File: config.mk
export PLATFORM = sky130hd
export DESIGN_NAME = prf_physical_request_node_filter
export DESIGN_NICKNAME = d
export VERILOG_FILES = /design/src/prf_pkg.sv /design/src/prf_physical_request_node_filter.sv /design/src/prf_node_lookup.sv
export VERILOG_INCLUDE_DIRS = /design/src
export SDC_FILE = /design/constraint.sdc
export NUM_CORES = 1
export LEC_CHECK = 0
export BUFFER_PORTS_ARGS = -buffer_cell sky130_fd_sc_hd__buf_2
export CAP_MARGIN = 15
export CORE_MARGIN = 5
export CORE_UTILIZATION = 50
export DETAILED_ROUTE_END_ITERATION = 10
export PLACE_DENSITY = 0.77
export SYNTH_ARGS = -nofsm -noshare
export SYNTH_HDL_FRONTEND = slang
export SYNTH_SLANG_ARGS = --single-unit
File: constraint.sdc
create_clock -name core_clk -period 3.2 [get_ports core_clk]
set_clock_uncertainty 0.2 [all_clocks]
set_input_delay 0.32 -clock core_clk [delete_from_list [all_inputs] [get_ports core_clk]]
set_output_delay 0.32 -clock core_clk [all_outputs]
set_load 0.01 [all_outputs]
File: src/prf_cfg.svh
`ifndef PRF_CFG_SVH
`define PRF_CFG_SVH

// ----------------------------------------------------------------------
// Register map (byte addresses on the Wishbone side)
// ----------------------------------------------------------------------
`define PRF_ADDR_W 12
`define PRF_OFS_HIGH_SET 12'h110
`define PRF_OFS_HIGH_CLR 12'h114
`define PRF_OFS_LOW_SET 12'h118
`define PRF_OFS_LOW_CLR 12'h11c

// ----------------------------------------------------------------------
// Field layout and reset values
// ----------------------------------------------------------------------
`define PRF_WORD_W 32
`define PRF_SEL_W 4
`define PRF_HIGH_NODE_BITS 17
`define PRF_ALL_BUSES_BIT 31
`define PRF_RESET_LOW 32'h0000_0000
`define PRF_RESET_HIGH_NODES 17'h0_0000
`define PRF_RESET_ALL_BUSES 1'h0
`define PRF_ZERO_WORD 32'h0000_0000

// ----------------------------------------------------------------------
// Node and bus numbering
// ----------------------------------------------------------------------
`define PRF_NODE_W 6
`define PRF_BUS_ID_W 10
`define PRF_LOW_NODE_LAST 6'h1f
`define PRF_HIGH_NODE_BASE 6'h20
`define PRF_HIGH_NODE_LAST 6'h30
`define PRF_LOCAL_BUS_ALIAS 10'h3ff

`endif

File: src/prf_pkg.sv
`include "prf_cfg.svh"

package prf_pkg;

	// ------------------------------------------------------------------
	// Common types
	// ------------------------------------------------------------------
	typedef logic [`PRF_WORD_W-1:0] prf_word_t;
	typedef logic [`PRF_NODE_W-1:0] prf_node_t;
	typedef logic [`PRF_BUS_ID_W-1:0] prf_bus_id_t;
	typedef logic [`PRF_HIGH_NODE_BITS-1:0] prf_high_nodes_t;

	// Bus slave states, one-hot
	typedef enum logic [1:0] {
		PRF_BUS_IDLE = 2'h1,
		PRF_BUS_ACK = 2'h2
	} prf_bus_state_e;

	// Routing verdict, one-hot
	typedef enum logic [3:0] {
		PRF_ROUTE_NONE = 4'h1,
		PRF_ROUTE_PHYS = 4'h2,
		PRF_ROUTE_ASYNC = 4'h4,
		PRF_ROUTE_REJECT = 4'h8
	} prf_route_e;

endpackage : prf_pkg

File: src/prf_physical_request_node_filter.sv
// Summary of operation
// - Low filter bit n lets physical requests from local node n use physical context.
// - Local physical-bound packets pass the async request filter first, then the physical bits.
// - Clear physical bit for the source node sends the request to async receive context.
// - Low filter set port at 118h, clear port at 11Ch, both on one store.
// - Reset clears every low filter bit.
// - Per-node check only for local bus; remote needs all-buses bit, kept over link reset.
`timescale 1ns/100ps
`include "prf_cfg.svh"

module prf_physical_request_node_filter
	import prf_pkg::*;
(
	input wire logic core_clk,
	input wire logic reset,
	// Wishbone classic slave
	input wire logic wbCycI,
	input wire logic wbStbI,
	input wire logic wbWeI,
	input wire logic [`PRF_ADDR_W-1:0] wbAdrI,
	input wire logic [`PRF_SEL_W-1:0] wbSelI,
	input wire prf_word_t wbDatI,
	output prf_word_t wbDatO,
	output logic wbAckO,
	// Link side
	input wire logic linkSoftReset,
	input wire prf_bus_id_t localBusId,
	// Receive path request
	input wire logic pktValid,
	input wire prf_bus_id_t pktSrcBusId,
	input wire prf_node_t pktSrcNodeId,
	input wire logic pktForPhys,
	input wire logic asyncFilterAccept,
	// Routing verdict
	output logic routeValid,
	output logic routePhysContext,
	output logic routeAsyncRequestReceiveContext,
	output logic routeReject,
	output logic acceptRemoteBusRequests
);

	// ------------------------------------------------------------------
	// Functions
	// ------------------------------------------------------------------
	// Expands byte selects to a bit mask; used by both set and clear paths
	function automatic prf_word_t laneMask(input logic [`PRF_SEL_W-1:0] sel);
		prf_word_t mask;
		mask = `PRF_ZERO_WORD;
		for (int i = 0; i < `PRF_SEL_W; i++) begin
			mask[i*8 +: 8] = {8{sel[i]}};
		end
		return mask;
	endfunction : laneMask

	// Matches one register word; the low two address bits are ignored
	function automatic logic hitWord(input logic [`PRF_ADDR_W-1:0] adr,
		input logic [`PRF_ADDR_W-1:0] ofs);
		return adr[`PRF_ADDR_W-1:2] == ofs[`PRF_ADDR_W-1:2];
	endfunction : hitWord

	// ------------------------------------------------------------------
	// State
	// ------------------------------------------------------------------
	prf_bus_state_e busState_q, busState_d;
	prf_word_t lowFilter_q, lowFilter_d;
	prf_high_nodes_t highNodes_q, highNodes_d;
	logic allBuses_q, allBuses_d;
	prf_word_t rdData_q, rdData_d;
	prf_route_e route_q, route_d;
	logic routeValid_q, routeValid_d;

	// ------------------------------------------------------------------
	// Bus decode
	// ------------------------------------------------------------------
	logic busReq;
	logic busCommit;
	logic hitLowSet;
	logic hitLowClr;
	logic hitHighSet;
	logic hitHighClr;
	prf_word_t wrMask;
	prf_word_t lowSetMask;
	prf_word_t lowClrMask;
	prf_word_t highSetMask;
	prf_word_t highClrMask;
	prf_word_t highWord;

	// A request is new while no ack is out; it commits on the ack edge
	assign busReq = wbCycI && wbStbI && (busState_q == PRF_BUS_IDLE);
	assign busCommit = wbCycI && wbStbI && wbWeI && (busState_q == PRF_BUS_ACK);
	assign hitLowSet = hitWord(wbAdrI, `PRF_OFS_LOW_SET);
	assign hitLowClr = hitWord(wbAdrI, `PRF_OFS_LOW_CLR);
	assign hitHighSet = hitWord(wbAdrI, `PRF_OFS_HIGH_SET);
	assign hitHighClr = hitWord(wbAdrI, `PRF_OFS_HIGH_CLR);

	// Only ones on enabled lanes act; zeros leave bits alone
	assign wrMask = wbDatI & laneMask(wbSelI);
	assign lowSetMask = (busCommit && hitLowSet) ? wrMask : `PRF_ZERO_WORD;
	assign lowClrMask = (busCommit && hitLowClr) ? wrMask : `PRF_ZERO_WORD;
	assign highSetMask = (busCommit && hitHighSet) ? wrMask : `PRF_ZERO_WORD;
	assign highClrMask = (busCommit && hitHighClr) ? wrMask : `PRF_ZERO_WORD;

	// Readback of the high word; unimplemented node bits read zero
	always_comb begin
		highWord = `PRF_ZERO_WORD;
		highWord[`PRF_HIGH_NODE_BITS-1:0] = highNodes_q;
		highWord[`PRF_ALL_BUSES_BIT] = allBuses_q;
	end

	// ------------------------------------------------------------------
	// Bus handshake
	// ------------------------------------------------------------------
	// Ack is held one cycle; the master must drop stb before the next
	always_comb begin
		case (busState_q)
			PRF_BUS_IDLE: busState_d = busReq ? PRF_BUS_ACK : PRF_BUS_IDLE;
			PRF_BUS_ACK: busState_d = PRF_BUS_IDLE;
			default: busState_d = PRF_BUS_IDLE;
		endcase
	end

	// Read data is captured with the request; unmapped offsets read zero
	assign rdData_d = !busReq ? rdData_q :
		(hitLowSet || hitLowClr) ? lowFilter_q :
		(hitHighSet || hitHighClr) ? highWord : `PRF_ZERO_WORD;

	always_ff @(posedge core_clk) begin
		if (reset) begin
			busState_q <= PRF_BUS_IDLE;
			rdData_q <= `PRF_ZERO_WORD;
		end else begin
			busState_q <= busState_d;
			rdData_q <= rdData_d;
		end
	end

	assign wbAckO = (busState_q == PRF_BUS_ACK);
	assign wbDatO = rdData_q;

	// ------------------------------------------------------------------
	// Filter storage
	// ------------------------------------------------------------------
	// A software set in the same cycle as a clear or link reset wins,
	// so an enable written during a link reset is never lost
	assign lowFilter_d = (lowFilter_q & ~lowClrMask & ~{`PRF_WORD_W{linkSoftReset}})
		| lowSetMask;
	assign highNodes_d = (highNodes_q & ~highClrMask[`PRF_HIGH_NODE_BITS-1:0]
		& ~{`PRF_HIGH_NODE_BITS{linkSoftReset}})
		| highSetMask[`PRF_HIGH_NODE_BITS-1:0];
	// The all-buses bit ignores the link reset on purpose
	assign allBuses_d = (allBuses_q & ~highClrMask[`PRF_ALL_BUSES_BIT])
		| highSetMask[`PRF_ALL_BUSES_BIT];

	always_ff @(posedge core_clk) begin
		if (reset) begin
			lowFilter_q <= `PRF_RESET_LOW;
			highNodes_q <= `PRF_RESET_HIGH_NODES;
			allBuses_q <= `PRF_RESET_ALL_BUSES;
		end else begin
			lowFilter_q <= lowFilter_d;
			highNodes_q <= highNodes_d;
			allBuses_q <= allBuses_d;
		end
	end

	assign acceptRemoteBusRequests = allBuses_q;

	// ------------------------------------------------------------------
	// Routing decision
	// ------------------------------------------------------------------
	logic nodeEnabled;
	logic localSrc;

	prf_node_lookup u_lookup (
		.lowFilter(lowFilter_q),
		.highFilter(highNodes_q),
		.nodeId(pktSrcNodeId),
		.nodePhysicalEnableBit(nodeEnabled)
	);

	// The all-ones bus number always means this bus
	assign localSrc = (pktSrcBusId == localBusId) || (pktSrcBusId == `PRF_LOCAL_BUS_ALIAS);

	// For a local source the async filter is checked first, the physical bit second
	always_comb begin
		route_d = PRF_ROUTE_NONE;
		if (pktValid) begin
			if (!pktForPhys) begin
				route_d = asyncFilterAccept ? PRF_ROUTE_ASYNC : PRF_ROUTE_REJECT;
			end else if (!localSrc) begin
				route_d = allBuses_q ? PRF_ROUTE_PHYS : PRF_ROUTE_REJECT;
			end else if (!asyncFilterAccept) begin
				route_d = PRF_ROUTE_REJECT;
			end else if (nodeEnabled) begin
				route_d = PRF_ROUTE_PHYS;
			end else begin
				route_d = PRF_ROUTE_ASYNC;
			end
		end
	end

	assign routeValid_d = pktValid;

	// One verdict per request, one cycle after it
	always_ff @(posedge core_clk) begin
		if (reset) begin
			route_q <= PRF_ROUTE_NONE;
			routeValid_q <= 1'b0;
		end else begin
			route_q <= route_d;
			routeValid_q <= routeValid_d;
		end
	end

	assign routeValid = routeValid_q;
	assign routePhysContext = (route_q == PRF_ROUTE_PHYS);
	assign routeAsyncRequestReceiveContext = (route_q == PRF_ROUTE_ASYNC);
	assign routeReject = (route_q == PRF_ROUTE_REJECT);
endmodule : prf_physical_request_node_filter

File: src/prf_node_lookup.sv
`timescale 1ns/100ps
`include "prf_cfg.svh"

module prf_node_lookup
	import prf_pkg::*;
(
	input wire prf_word_t lowFilter,
	input wire prf_high_nodes_t highFilter,
	input wire prf_node_t nodeId,
	output logic nodePhysicalEnableBit
);

	// ------------------------------------------------------------------
	// Per-node lookup
	// ------------------------------------------------------------------
	// Nodes 49..62 and broadcast 63 have no bit here and read as disabled
	logic inLow;
	logic inHigh;
	prf_node_t highIndex;

	assign inLow = (nodeId <= `PRF_LOW_NODE_LAST);
	assign inHigh = (nodeId >= `PRF_HIGH_NODE_BASE) && (nodeId <= `PRF_HIGH_NODE_LAST);
	assign highIndex = nodeId - `PRF_HIGH_NODE_BASE;
	assign nodePhysicalEnableBit = inLow ? lowFilter[nodeId[4:0]] :
		(inHigh ? highFilter[highIndex[4:0]] : 1'b0);

endmodule : prf_node_lookup

======== After elaboration in Yosys (flattened, before gate mapping) ========
Index checks and enable logic that the tools add are counted.
storage, ports and cells
  ROM bits ................................ 0
  RAM bits ................................ 0
  register bits after elaboration ......... 89
  memories kept ........................... 0
  bits in latches ......................... 0
  logic and storage cells ................. 73
  output and inout port bits .............. 38
operators by class
  eq/ne operators ......................... 11
  divide/modulo/power cells ............... 0
  shifts and indexed selects .............. 0
  bitwise gates (word level) .............. 16
  $add $sub $neg .......................... 1
  reductions and logical operators ........ 14
  multipliers ............................. 0
  muxes and demuxes ....................... 19
  order comparisons ....................... 5
operator list
  operator                                                                           count
  32-bit two-way mux                                                                 6
  32-bit AND                                                                         3
  32-bit NOT                                                                         2
  10-bit by 7-bit == test with 1-bit output (second input constant)                  4
  17-bit AND                                                                         2
  17-bit NOT                                                                         2
  32-bit OR                                                                          1
  4-bit two-way mux                                                                  5
  17-bit OR                                                                          1
  5-bit by 6-bit < comparator with 1-bit output (second input constant)              2
  1-bit binary-select mux with 5-bit select                                          2
  10-bit == test                                                                     1
  10-bit == test (second input constant)                                             1
  1-bit logical AND                                                                  9
  6-bit greater-or-equal comparator (second input constant)                          1
  6-bit by 5-bit less-or-equal comparator with 1-bit output (second input constant)  1
  6-bit less-or-equal comparator (second input constant)                             1
  5-bit by 1-bit subtractor with 5-bit output (second input constant)                1
  4-bit by 2-bit == test with 1-bit output (second input constant)                   1
  4-bit by 3-bit == test with 1-bit output (second input constant)                   1
  4-bit == test (second input constant)                                              1
  1-bit two-way mux                                                                  4
  2-bit OR reduction                                                                 2
  1-bit logical OR                                                                   3
  other kinds (7)                                                                    9

======== Depth between registers and ports, before layout ========
Gate-level depths: netlist of the first run.
  depth after elaboration ................. 9
  mapped depth ............................ 7

======== Cells and area by module ========
A second synthesis of the first run with hierarchy kept.
second synthesis, totals
  cells, all modules ...................... 488
  area total of the unflattened synthesis .. 4,569.4 um^2
modules (own cells, without submodules)
  module                            area each (um^2)  cells each  instances
  prf_physical_request_node_filter  4,146.5           455         1
  prf_node_lookup                   422.9             33          1

======== Least setup slack after synthesis of the first run ========
OpenSTA, ideal clock, no wires.
  kind .................................... input -> register
  from .................................... in pktSrcNodeId[0]
  to ...................................... reg route_q[1]
  setup slack ............................. 0.769 ns
  data arrival time ....................... 2.109 ns
  stages .................................. 7
  cell sequence ........................... buf_2 buf_2 mux4_2 mux2_2 nor3b_1 a221oi_1 a221o_1
on the way
  word-level cells in the longest chain between the ends .. 9
  elaborated cells on any way between the ends .. 15
  classes of those cells .................. add/sub (1); order compare (3); mux (10); reduce/logical (1)
ends and longest elaborated chain
  element                                                       RTL line                                 RTL
  start, declared                                               prf_physical_request_node_filter.sv:31   input wire prf_node_t pktSrcNodeId,
  5-bit by 1-bit subtractor with 5-bit output (no source line)  -
  1-bit binary-select mux with 5-bit select                     prf_node_lookup.sv:25                    (inHigh ? highFilter[highIndex[4:0]] : 1'b0);
  1-bit two-way mux (not written as such)                       prf_node_lookup.sv:25
  1-bit two-way mux                                             prf_node_lookup.sv:25
  1-bit two-way mux (*)                                         prf_node_lookup.sv:24                    assign nodePhysicalEnableBit = inLow ? lowFilter[nodeId[4:0]] :
  3-bit two-way mux (*)                                         prf_physical_request_node_filter.sv:194  end else if (nodeEnabled) begin
  4-bit two-way mux (*)                                         prf_physical_request_node_filter.sv:192  end else if (!asyncFilterAccept) begin
  4-bit two-way mux (*)                                         prf_physical_request_node_filter.sv:190  end else if (!localSrc) begin
  4-bit two-way mux (*)                                         prf_physical_request_node_filter.sv:188  if (!pktForPhys) begin
  end signal, assigned                                          prf_physical_request_node_filter.sv:210  route_q <= route_d;
  end, declared                                                 prf_physical_request_node_filter.sv:69   prf_route_e route_q, route_d;
Mark *: on every way between the ends. The rest lies on a longest branch, timed or not. The select of a mux whose other input is x is not followed.
A chain may end at the register's enable or synchronous reset.

======== Final worst setup path of the first run ========
Same ends and word-level chain as after synthesis.

==> results.md, run 1 <==
- The flow ran to the end, and the final reports show no timing, DRC or antenna violations.
- The startpoint of the worst hold path is wbDatI[18].
- The routed length per instance is 17.28 um.
- The final critical-path required period is 2179 ps.
- The achievable frequency is 458.8 MHz.
- Across every metal layer, demand over resource in global routing totals 23.52%.
- The switching power as a share of total power is 25.14%.
- Synthesis inferred 89 register bits.
- The first-pass GRT wire length is 21510 um.
- The worst-path maximum fanout is 15.
- The maximum number of pins on one net before global-route repair is 55.
- The ratio of final minimum period to clock period is 68.11%.
- The clock-pin slew of the registers on the worst-case setup and hold paths is 90 ps.
- Summing the sequential cell areas from Yosys gives 39.90% of the chip area.
- The number of setup violations in the final report is 0.
- In the routed layout, each cell is associated on average with a via count of 6.003.
- The placement-stage worst setup slack is 651.5 ps.
- After clock tree synthesis, the flow added hold-fix buffers numbering 1.
- The cell leakage power is 2.072 nW.
- The number of placed instances, taps included, is 741.
- For this run, the leading register cell type out of synthesis is sky130_fd_sc_hd__dfxtp_1.
- Measured against its own limit, the worst slew margin works out to 36.08%.
- Global routing used 6.083% of the available met3 tracks.
- For the worst flop-to-flop path, the logic depth is 5.
- The cell count after synthesis is 549.
- The transition time at the pin with the least slew margin is 958.9 ps.
- The starting density of the core is 51.21%.
- Measured along the x axis, the die boundary spans 104.5 um.
- The final weighted congestion of routability-driven global placement is 0.8389.
- The total count of hold-check failures in the final report is 0.
- The total global routing overflow is 0.
- The source-to-sink clock delay at the later pin of the worst-skew pair is 370 ps.
- The critical path launch point type is a primary input.
- The mean post-synth cell area is 8.134 um^2.
- The total wire length is 13100 um.
- The die covers 10920 um^2.
- The HPWL after detailed placement is 8891 um.
- The residual DRC count is 0.
- The critical path is of the in2reg type.
- Counting every sink on the clock net gives 89.
- Across the run, the number of max-cap violations was 0.
- The initial antenna violation count is 0.
- In this run the critical register-to-register path is launched from lowFilter_q[11]$_SDFF_PP0_.
- The TritonCTS clock tree is built.
- The cell depth of the worst hold path is 3.
- The reg-to-reg critical path endpoint is route_q[1]$_SDFF_PP0_.
- The area growth from synthesis to layout is 19.73%.
- Setup repair after global routing left no endpoint under its margin.
- STA classifies the critical path endpoint as a flop.
- The total count of max-transition violations in the final report is 0.
- At the end of the flow, the number of nets in the layout was 728.
- The count of input and output buffers is 118.
- The number of gates resized after CTS was 0.
- The filler cells instantiated in the layout total 767.
- Of the total power, registers draw 49.9%.
- The number of enable-type register cells in the synthesized netlist is 0.
- The count of different cell masters after synthesis is 44.
- The critical path goes through buf_2, mux4_2, mux2_2, nor3b_1, a221oi_1, a221o_1.
- The utilization after layout is 61.31%.
- The detail route stage leaves a number of antenna-violating nets equal to 0.
- The via count of the first global-routing pass is 4424.
- The via count of the routed design is 4550.
- The H-tree depth is 3.
- The tree is rooted in a sky130_fd_sc_hd__clkbuf_8.
- The data arrival time of the worst path is 2240 ps.
- The number of buffers and inverters on the critical path is 1.
- sky130_fd_sc_hd__dfxtp_1 takes more of the synthesized area than any other cell.
- The proportion of register bits with asynchronous set or reset after synthesis is 0%.
- The share of the synthesized area in the top cell type is 39.90%.
- The global routing met2 resource utilization is 39.23%.
- Cell internal power was estimated by the tool at 1.699 mW.
- Yosys printed 0 warnings.
- The maximum single-stage delay on the critical path is 570 ps.
- The total clock buffers created by CTS is 9.
- Yosys attributes the largest share of cell area to sky130_fd_sc_hd__dfxtp_1 (40%), sky130_fd_sc_hd__nand3_1 (7.4%), sky130_fd_sc_hd__a21oi_1 (7.3%).
- In this run the count of I/O pins placed on the die edge is 121.
- The count of buffers added by post-CTS timing repair for setup is 0.
- Global routing used 29.49% of the available met1 tracks.
- Across all setup checks in the final design, the least slack found is 1021 ps.
- The combinational share of power is 10.8%.
- IR analysis of the VDD net gives a maximum drop of 0.0001936 V.
- The clock passes through at most 2 buffers.
- The worst hold path endpoint is lowFilter_q[18]$_SDFF_PP0_.
- The netlist area before placement is 4466 um^2.
- Before antenna repair, the detailed router went through 5 iterations.
- The setup TNS is 0 ps.
- The worst setup slack for register-to-register paths is 1150 ps.
- The required time at the endpoint of the critical path is 3260 ps.
- Of the cells placed in the final design, the portion with a size suffix greater than 1 is 25.08%.
- The layer with the highest usage after global routing is met2.
- In this run, the number of DRC markers left after iteration 0 of detailed routing was 397.
- The power per standard cell area is 424.5 nW/um^2.
- For this design the total switching power over the nets is 570.6 uW.
- The clock network accounts for 39.3% of the total power.
- The area of the placeable core is 8721 um^2.
- The count of cells in the finished layout, fillers not included, comes to 758.
- The synthesized net count is 632.
- 0 antenna diodes ended up in the layout.
- The cell with the largest stage delay on the worst path is sky130_fd_sc_hd__mux4_2.
- The row count is 34.
- The floorplan die height is 104.5 um.
- The type of the most critical hold path is in2reg.
- Broken down by cell family, the worst path's largest delay share belongs to multiplexers.
state kept, by name (all words and copies together), names as in the netlist:
name and flops:
route_q 4, highNodes_q 17, lowFilter_q 32, acceptRemoteBusRequests 1
busState_q 2, wbDatO 32, routeValid 1
cells in the mapped netlist (5+ instances only):
master	number
sky130_fd_sc_hd__nand3_1	66
sky130_fd_sc_hd__nand4_1	5
sky130_fd_sc_hd__inv_1	5
sky130_fd_sc_hd__nand2_1	49
sky130_fd_sc_hd__a221oi_1	19
sky130_fd_sc_hd__xor2_1	10
sky130_fd_sc_hd__mux4_2	10
sky130_fd_sc_hd__a21oi_1	65
sky130_fd_sc_hd__buf_2	5
sky130_fd_sc_hd__nor3_1	20
sky130_fd_sc_hd__clkbuf_1	39
sky130_fd_sc_hd__nor2b_1	52
sky130_fd_sc_hd__o21ai_0	50
sky130_fd_sc_hd__mux2i_1	7
sky130_fd_sc_hd__nor2_1	25
sky130_fd_sc_hd__dfxtp_1	89
cell type report:
cell class	instances	area, um^2	area share, %
clock buffers	12	155.1	2.902
clock inverters	4	75.07	1.404
inverters	5	18.77	0.3510
multi-input cells	410	2497	46.71
flip-flops and latches	89	1782	33.33
well taps	108	135.1	2.528
repair buffers	130	683.2	12.78
power groups by stage:
stage,combinational (mW),clock [mW],sequential [mW]
2_1_floorplan,0.120,0,1.17
3_3_place_gp,0.234,0,1.16
3_5_place_dp,0.241,0,1.16
4_1_cts,0.242,0.895,1.13
5_1_grt,0.268,0.938,1.14
6_report,0.244,0.892,1.13
placed cells by master (no fill, tap or decap), drive strengths merged, types with 2 or more instances in the layout:
master,count
nor2b,52
nand2,49
nor3b,3
nor2,25
a31oi,2
buf,129
dfxtp,89
clkbuf,12
o21ai,50
a221oi,19
mux2i,7
a21oi,65
bufinv,2
nor4,4
clkinvlp,2
nand4,5
mux4,10
nand3,66
xor2,10
nor4b,3
or2,2
inv,5
nor3,20
cells by family (layout without fill, tap and decap cells):
kind of cell,Yosys count,in the layout,share of synthesized area [%]
buffers and inverters,50,151,4.511
AOI/OAI and AO/OA,145,145,18.60
and+or+nand+nor,237,237,28.16
muxes,18,18,6.865
DFF,89,89,39.90
xor gates and xnor gates,10,10,1.961
metal layers:
layer / wire [um] / share of wire, % / vias to the layer above
li1: - / - / 2163
met1: 5177 / 40 / 2134
met2: 6370 / 49 / 236
met3: 1355 / 10 / 17
met4: 193 / 1.5 / 0
met5: 0 / 0 / -
through the flow:
step / power, mW / hold WS, ps / instance area (um^2)
CTS: 2.271 / 18.68 / 5346
floorplan: 1.285 / 216.3 / 4466
global route: 2.342 / 27.06 / 5346
detailed placement: 1.400 / 243.2 / 5106
finish: 2.269 / 29.55 / 5346
global placement: 1.392 / 239.7 / 5106
how the worst max path moves through the flow:
| stage | to | slack, ps | depth (start not counted) | startpoint |
|---|---|---|---|---|
| after CTS | route_q[1]$_SDFF_PP0_ | 1010 | 6 | pktSrcNodeId[0] |
| after floorplan | route_q[1]$_SDFF_PP0_ | 770 | 7 | pktSrcNodeId[0] |
| after global placement | route_q[1]$_SDFF_PP0_ | 700 | 6 | pktSrcNodeId[0] |
| after global routing | route_q[1]$_SDFF_PP0_ | 900 | 6 | pktSrcNodeId[0] |
| final | route_q[1]$_SDFF_PP0_ | 1020 | 6 | pktSrcNodeId[0] |
| after detailed placement | route_q[1]$_SDFF_PP0_ | 650 | 6 | pktSrcNodeId[0] |
worst reg2reg max path: stages (launching register included):
cell and delay, ps:
sky130_fd_sc_hd__dfxtp_1 340, sky130_fd_sc_hd__mux4_2 470, sky130_fd_sc_hd__mux2_2 270, sky130_fd_sc_hd__nor3b_1 230, sky130_fd_sc_hd__a221oi_1 110, sky130_fd_sc_hd__a221o_1 320
Power figures use the tool's default switching activity.
==> run 2: changes to the inputs <==
- ABC_AREA: unset -> 1
- PLACE_DENSITY: 0.77 -> 0.76
- clock period: 3.2 -> 2.13 ns (I/O delays scaled with it)
==> run 2 against run 1 <==
  * Routed wire length rose by 7.1%
  * Clock power rose by 22%
  * Critical path type is now reg2reg
  * Critical endpoint is now route_q[2]$_SDFF_PP0_
  * Setup slack got worse by 860 ps
==> results.md, run 2 <==
- The number of max-cap violations is 0 (unchanged).
- The row count is 35 (+2.9%).
- The total wire length is 14030 um (+7.1%).
- The combinational share of power is 14.8% (+4.0 points).
- The cell leakage power is 2.499 nW (+21%).
- The share of layout cells above drive strength 1 was 22.99% (-2.1 points).
- The library cells used most frequently in the layout, excluding fill and tap cells, are sky130_fd_sc_hd__nand2_1 (128), sky130_fd_sc_hd__buf_2 (118), sky130_fd_sc_hd__inv_1 (92).
- The synthesized net count is 743 (+18%).
- The count of different cell masters after synthesis is 30 (-32%).
- The utilization after layout came to 62.28% (+0.98 points).
- The post-route non-filler standard cell count is 894 (+18%).
- The maximum single-stage delay on the critical path is 550 ps (-20 ps).
- The clock group share of total power is 33.0% (-6.3 points).
- The cell internal power dissipation was 2.341 mW (+38%).
- The area of the placeable core came to 9153 um^2 (+4.9%).
- The transition time at the pin with the least slew margin is 565.3 ps (-393.6 ps).
- The total instance count after detailed placement is 860 (+16%).
- TritonCTS built the clock tree.
- The buffer and inverter count on the worst path is 2 (+1).
- Derived from the worst setup path, the maximum achievable clock frequency is 508.0 MHz.
- The critical path is of the reg2reg type.
- The overall routing resource usage is 24.51% (+0.99 points).
- The total count of hold-check failures in the final report is 0 (unchanged).
- The via count of the routed design is 5068 (+11%).
- The proportion of register bits with asynchronous set or reset after synthesis is 0% (unchanged).
- The clock-pin slew of the registers on the worst-case setup and hold paths is 100 ps (about the same).
- The share of the synthesized area in the top cell type is 38.27% (-1.6 points).
- The number of setup violations in the final report was 0 (unchanged).
- The I/O pin count is 121 (unchanged).
- The residual DRC count is 0 (unchanged).
- The number of sinks handled by clock tree synthesis is 89 (unchanged).
- The final critical-path required period is 1969 ps.
- The switching power as a share of total power is 29.26% (+4.1 points).
- The cell count after synthesis is 660 (+20%).
- The detailed placement HPWL is 9894 um (+11%).
- The width of the chip is 106.5 um (+1.9%).
- The path class of the tightest hold or removal check is in2reg.
- The area of the die was 11340 um^2 (+3.8%).
- The net switching power figure came to 968.7 uW (+70%).
- The most used flip-flop cell after synthesis is sky130_fd_sc_hd__dfxtp_1.
- The setup TNS came to 0 ps (unchanged).
- The data arrival time of the worst path is 2090 ps (-150 ps).
- The run finished with clean final reports.
- The violation count after the first detailed-routing iteration is 365 (-8.1%).
- The floorplan die height was 106.5 um (+1.9%).
- The required time at the endpoint of the critical path is 2250 ps (-1010 ps).
- The first-pass GRT wire length is 22600 um (+5.0%).
- Clock tree synthesis selected as its root buffer the cell sky130_fd_sc_hd__clkbuf_8.
- The most frequent cell after synthesis is sky130_fd_sc_hd__nand2_1.
- The via count of the first global-routing pass came to 4720 (+6.7%).
- The H-tree depth is 3 (unchanged).
- The final worst hold slack is 40.33 ps (+10.78 ps).
- The register area share after synthesis came to 38.27% (-1.6 points).
- The total count of max-transition violations in the final report is 0 (unchanged).
- The first-pass detailed-route iteration total was 6 (+1).
- The largest delay contributor family on the critical path is buffers and inverters.
- The worst setup path is captured at a flop.
- The sequential share of power is 52.2% (+2.3 points).
- The mean post-synth cell area is 7.054 um^2 (-13%).
- After synthesis, the cell types taking the most area are sky130_fd_sc_hd__dfxtp_1 (38%), sky130_fd_sc_hd__nand2_1 (10%), sky130_fd_sc_hd__o211ai_1 (9.7%).
- The routed length per instance came to 15.69 um (-9.2%).
- The number of nets with antenna violations after detailed routing was 0 (unchanged).
- The buffer depth of the longest clock path is 2 (unchanged).
- Dividing the final minimum period by the clock period gives 92.43%.
- The number of warnings reported in the yosys synthesis log is 0 (unchanged).
- The number of enable-type register cells in the synthesized netlist came to 0 (unchanged).
- Setup repair after global routing left no endpoint under its margin.
- The total clock buffers created by CTS was 9 (unchanged).
- The mean number of vias per cell is 5.669 (-5.6%).
- The total global routing overflow is 0 (unchanged).
- The peak supply drop came to 0.0003614 V (+87%).
- The worst relative slew slack came to 62.31% (+26 points).
- The starting density of the core is 50.87% (-0.34 points).
- The worst-path maximum fanout came to 2 (-13).
- The cell with the largest stage delay on the worst path is sky130_fd_sc_hd__dlygate4sd3_1.
- The biggest area contributor in the post-synthesis netlist is sky130_fd_sc_hd__dfxtp_1.
- The count of input and output buffers is 118 (unchanged).
- The cell that appears most often on the critical path is sky130_fd_sc_hd__nand2_1.
- Leaving out fill and tap cells, the most frequent cell in the layout is sky130_fd_sc_hd__nand2_1.
- The initial antenna violation count is 0 (unchanged).
- Walking the worst path, the cells encountered are inv_1, nand2_1, nand3_1, nand2_1, nand2_1, nand2_1, nor2_2, nand2_1, nand3_2, nand2_2, a21oi_1, dlygate4sd3_1.
- Compared with the post-synthesis result, the final layout area differs by 22.44%.
- The netlist area before placement is 4656 um^2 (+4.3%).
- The maximum number of pins on one net before global-route repair is 66 (+20%).
- The flip-flop and latch count after synthesis was 89 (unchanged).
- The overall power was 3.310 mW (+46%).
- The worst setup path is launched from a flop.
- The power per standard cell area is 580.7 nW/um^2 (+37%).
- The source-to-sink clock delay at the later pin of the worst-skew pair is 370 ps (about the same).
- The final weighted congestion of routability-driven global placement is 0.8647 (+3.1%).
- The count of antenna diodes in the layout came to 0 (unchanged).
- The final layout net count is 861 (+18%).
- In the synthesized netlist, the cells that appear most often are sky130_fd_sc_hd__nand2_1 (129), sky130_fd_sc_hd__inv_1 (93), sky130_fd_sc_hd__dfxtp_1 (89).
## run 2: cells by family (layout without fill, tap and decap cells)
family                    Yosys count  after routing  synth area share, %
buffers and inverters             138            261                11.77
and+or+nand+nor                   253            253                24.75
xor gates and xnor gates            7              7                1.317
DFF                                89             89                38.27
AOI/OAI and AO/OA                 173            173                23.89
## run 2: cell type report
cell class,count,area (um^2)
fill,835,3452
timing repair buffer,151,895.9
multi-input combinational,433,2352
tap,111,138.9
sequential,89,1783
inverter,94,352.8
clock buffer,10,127.6
clock inverter,6,50.05
## run 2: metrics by stage
| stage | setup WS, ps | instance area (um^2) |
|---|---|---|
| after floorplan | 381.3 | 4656 |
| after global placement | 206.6 | 5323 |
| after detailed placement | 128.4 | 5323 |
| after CTS | 130.6 | 5680 |
| after global routing | 15.67 | 5700 |
| final | 161.3 | 5700 |
## run 2: worst reg2reg max path: stages (launching register included)
cell,delay [ps]
sky130_fd_sc_hd__dfxtp_1,330
sky130_fd_sc_hd__inv_1,90
sky130_fd_sc_hd__nand2_1,60
sky130_fd_sc_hd__nand3_1,70
sky130_fd_sc_hd__nand2_1,50
sky130_fd_sc_hd__nand2_1,50
sky130_fd_sc_hd__nand2_1,60
sky130_fd_sc_hd__nor2_2,110
sky130_fd_sc_hd__nand2_1,80
sky130_fd_sc_hd__nand3_2,80
sky130_fd_sc_hd__nand2_2,70
sky130_fd_sc_hd__a21oi_1,140
sky130_fd_sc_hd__dlygate4sd3_1,550
## run 2: power groups by stage
stage | clock (mW) | combinational, mW | sequential [mW]
2_1_floorplan | 0 | 0.237 | 1.78
3_3_place_gp | 0 | 0.442 | 1.77
3_5_place_dp | 0 | 0.455 | 1.77
4_1_cts | 1.10 | 0.483 | 1.73
5_1_grt | 1.18 | 0.541 | 1.73
6_report | 1.09 | 0.490 | 1.73
## run 2: worst paths after layout
check	from	end	slack (ps)	cells after the start
min	wbSelI[3]	lowFilter_q[26]$_SDFF_PP0_	40	3
min reg2reg	lowFilter_q[17]$_SDFF_PP0_	wbDatO[17]$_SDFFE_PP0P_	290	2
max reg2reg	lowFilter_q[2]$_SDFF_PP0_	route_q[2]$_SDFF_PP0_	160	12
max	lowFilter_q[2]$_SDFF_PP0_	route_q[2]$_SDFF_PP0_	160	12
## run 2: repair_timing
item / 4_1_cts / 5_1_grt
endpoints found under the setup margin: 0 / 1
hold buffers: 18 / 0
setup buffers: 0 / 0
gates resized for setup: 0 / 8
hold endpoints to repair: 19 / 0
## run 2: layer usage
layer / wire (um) / part of all wire [%] / track usage (%) / vias up
met5: 0 / 0 / 0 / -
met4: 365 / 2.6 / 8.767 / 0
met3: 1092 / 7.8 / 5.343 / 35
met2: 6947 / 50 / 42.53 / 234
met1: 5623 / 40 / 29.84 / 2328
li1: - / - / - / 2471
==> run 3: changes to the inputs <==
- CORE_UTILIZATION: 50 -> 53
- PLACE_DENSITY: 0.76 -> 0.8
==> run 3 against run 2 <==
  * Total power grew 1.8%
  * Sequential power is essentially flat
  * Global-route usage grew 1.3 points
  * Largest cell class unchanged
==> results.md, run 3 (synthesized netlist as in run 2, its figures left out) <==
- The residual DRC count is 0 (unchanged).
- The count of antenna diodes in the layout is 0 (unchanged).
- The number of max-cap violations is 0 (unchanged).
- STA classifies the critical path startpoint as a flop.
- The share of layout cells above drive strength 1 is 22.28% (-0.71 points).
- The total count of max-transition violations in the final report was 0 (unchanged).
- The post-route non-filler standard cell count is 889 (-0.56%).
- The final weighted congestion of routability-driven global placement came to 0.9517 (+10%).
- The via count of the first global-routing pass is 5087 (+7.8%).
- The total instance count after detailed placement is 855 (-0.58%).
- The final critical-path required period is 2013 ps (+44.55 ps).
- The total count of hold-check failures in the final report was 0 (unchanged).
- The total clock buffers created by CTS was 9 (unchanged).
- The count of input and output buffers is 118 (unchanged).
- The final layout net count came to 860 (-0.12%).
- The transition time at the pin with the least slew margin was 557.7 ps (-7.633 ps).
- In the layout the commonest cells are sky130_fd_sc_hd__nand2_1 (128), sky130_fd_sc_hd__buf_2 (118), sky130_fd_sc_hd__inv_1 (92).
- The row count is 34 (-2.9%).
- The starting density of the core came to 53.91% (+3.0 points).
- The data arrival time of the worst path is 2120 ps (+30 ps).
- The mean number of vias per cell is 5.739 (+1.2%).
- The worst setup path is captured at a flop.
- The maximum number of pins on one net before global-route repair came to 66 (unchanged).
- The synthesis-to-layout area growth is 22.52% (about the same).
- The via count of the routed design is 5102 (+0.67%).
- The cell leakage power is 2.536 nW (+1.5%).
- The width of the chip came to 103.7 um (-2.6%).
- The type of the most critical hold path is in2reg.
- The detailed placement HPWL is 9763 um (-1.3%).
- The number of nets with antenna violations after detailed routing is 0 (unchanged).
- The total wire length came to 13940 um (-0.61%).
- TritonCTS built the clock tree.
- The power per standard cell area is 590.5 nW/um^2 (+1.7%).
- The source-to-sink clock delay at the later pin of the worst-skew pair was 370 ps (about the same).
- The violation count after the first detailed-routing iteration is 401 (+9.9%).
- The ratio of final minimum period to clock period came to 94.52% (+2.1 points).
- The clock-pin slew of the registers on the worst-case setup and hold paths was 90 ps (about the same).
- The setup TNS is 0 ps (unchanged).
- The flow ran to the end, and the final reports show no timing, DRC or antenna violations.
- CTS placed an instance of sky130_fd_sc_hd__clkbuf_8 at the clock tree root.
- The I/O pin count is 121 (unchanged).
- The achievable frequency is 496.7 MHz (-2.2%).
- The total global routing overflow is 0 (unchanged).
- The required time at the endpoint of the critical path is 2240 ps (about the same).
- Leaving out fill and tap cells, the most frequent cell in the layout is sky130_fd_sc_hd__nand2_1.
- The area of the die is 10760 um^2 (-5.1%).
- The number of setup violations in the final report is 0 (unchanged).
- The floorplan die height was 103.7 um (-2.6%).
- The worst-path maximum fanout is 2 (unchanged).
- The first-pass detailed-route iteration total is 5 (-1).
- The cell depth of the worst flop-to-flop path is 12 (unchanged).
- The H-tree depth is 3 (unchanged).
- The count of buffers added by post-CTS timing repair for setup is 0 (unchanged).
- The area of the placeable core came to 8636 um^2 (-5.6%).
- The number of sinks handled by clock tree synthesis is 89 (unchanged).
- The worst setup slack for register-to-register paths is 120 ps (-40 ps).
- The critical path class is reg2reg.
- The buffer depth of the longest clock path is 2 (unchanged).
- The worst relative slew slack was 62.82% (+0.51 points).
- The peak supply drop came to 0.0003999 V (+11%).
- The overall routing resource usage is 25.86% (+1.3 points).
- The routed length per instance is 15.69 um (about the same).
- Setup repair after global routing left no endpoint under its margin.
- The initial antenna violation count is 1 (+1).
- The count of fill cells added during filler insertion was 763 (-8.6%).
- The cell depth of the worst hold path is 5 (+2).
- The first-pass GRT wire length is 23720 um (+4.9%).
[run 3: area by class of cell]
cell class	count	area (um^2)	share of cell area [%]
Sequential cell	89	1782	31.23
Multi-Input combinational cell	433	2350	41.19
Clock inverter	5	56.30	0.9871
Inverter	94	352.8	6.186
Timing Repair Buffer	150	890.9	15.62
Tap cell	108	135.1	2.369
Clock buffer	10	137.6	2.413
[run 3: final timing paths]
check / from / endpoint
max reg2reg: lowFilter_q[2]$_SDFF_PP0_ / route_q[2]$_SDFF_PP0_
min: wbDatI[12] / highNodes_q[12]$_SDFF_PP0_
min reg2reg: lowFilter_q[20]$_SDFF_PP0_ / wbDatO[20]$_SDFFE_PP0P_
max: lowFilter_q[2]$_SDFF_PP0_ / route_q[2]$_SDFF_PP0_
[run 3: routing by layer]
layer / track usage (%) / vias to the layer above / part of all wire, % / wire [um]
li1: - / 2467 / - / -
met1: 31.19 / 2371 / 40 / 5533
met2: 44.81 / 224 / 50 / 6942
met3: 6.343 / 38 / 7.9 / 1098
met4: 8.696 / 2 / 2.5 / 355
met5: 0 / - / 0.093 / 13
[run 3: metrics by stage]
stage	cell area, um^2	utilization, %	total power, mW	hold slack (ps)	setup slack [ps]
floorplan	4656	-	2.021	100.0	381.3
global placement	5304	61.42	2.199	215.0	246.9
detailed placement	5304	61.42	2.215	225.0	183.5
CTS	5688	65.87	3.376	28.96	117.5
global route	5704	66.05	3.513	53.76	2.484
finish	5704	66.05	3.368	45.35	116.8
[run 3: where the power goes]
group	switching, mW	internal [mW]
Clock	0.591	0.565
Sequential	0.0206	1.71
Combinational	0.290	0.196
Total	0.901	2.47
[run 3: what timing repair did]
action	in CTS	in global routing
hold buffers	19	0
resized for setup	0	5
hold endpoints to repair	19	0
endpoints found under the setup margin	0	21
[run 3: critical path, cell delays in order (launching register included)]
cell,delay [ps]
sky130_fd_sc_hd__dfxtp_1,320
sky130_fd_sc_hd__inv_1,90
sky130_fd_sc_hd__nand2_1,50
sky130_fd_sc_hd__nand3_1,90
sky130_fd_sc_hd__nand2_1,70
sky130_fd_sc_hd__nand2_1,60
sky130_fd_sc_hd__nand2_1,50
sky130_fd_sc_hd__nor2_1,90
sky130_fd_sc_hd__nand2_1,60
sky130_fd_sc_hd__nand3_1,90
sky130_fd_sc_hd__nand2_2,90
sky130_fd_sc_hd__a21oi_2,130
sky130_fd_sc_hd__dlygate4sd3_1,560
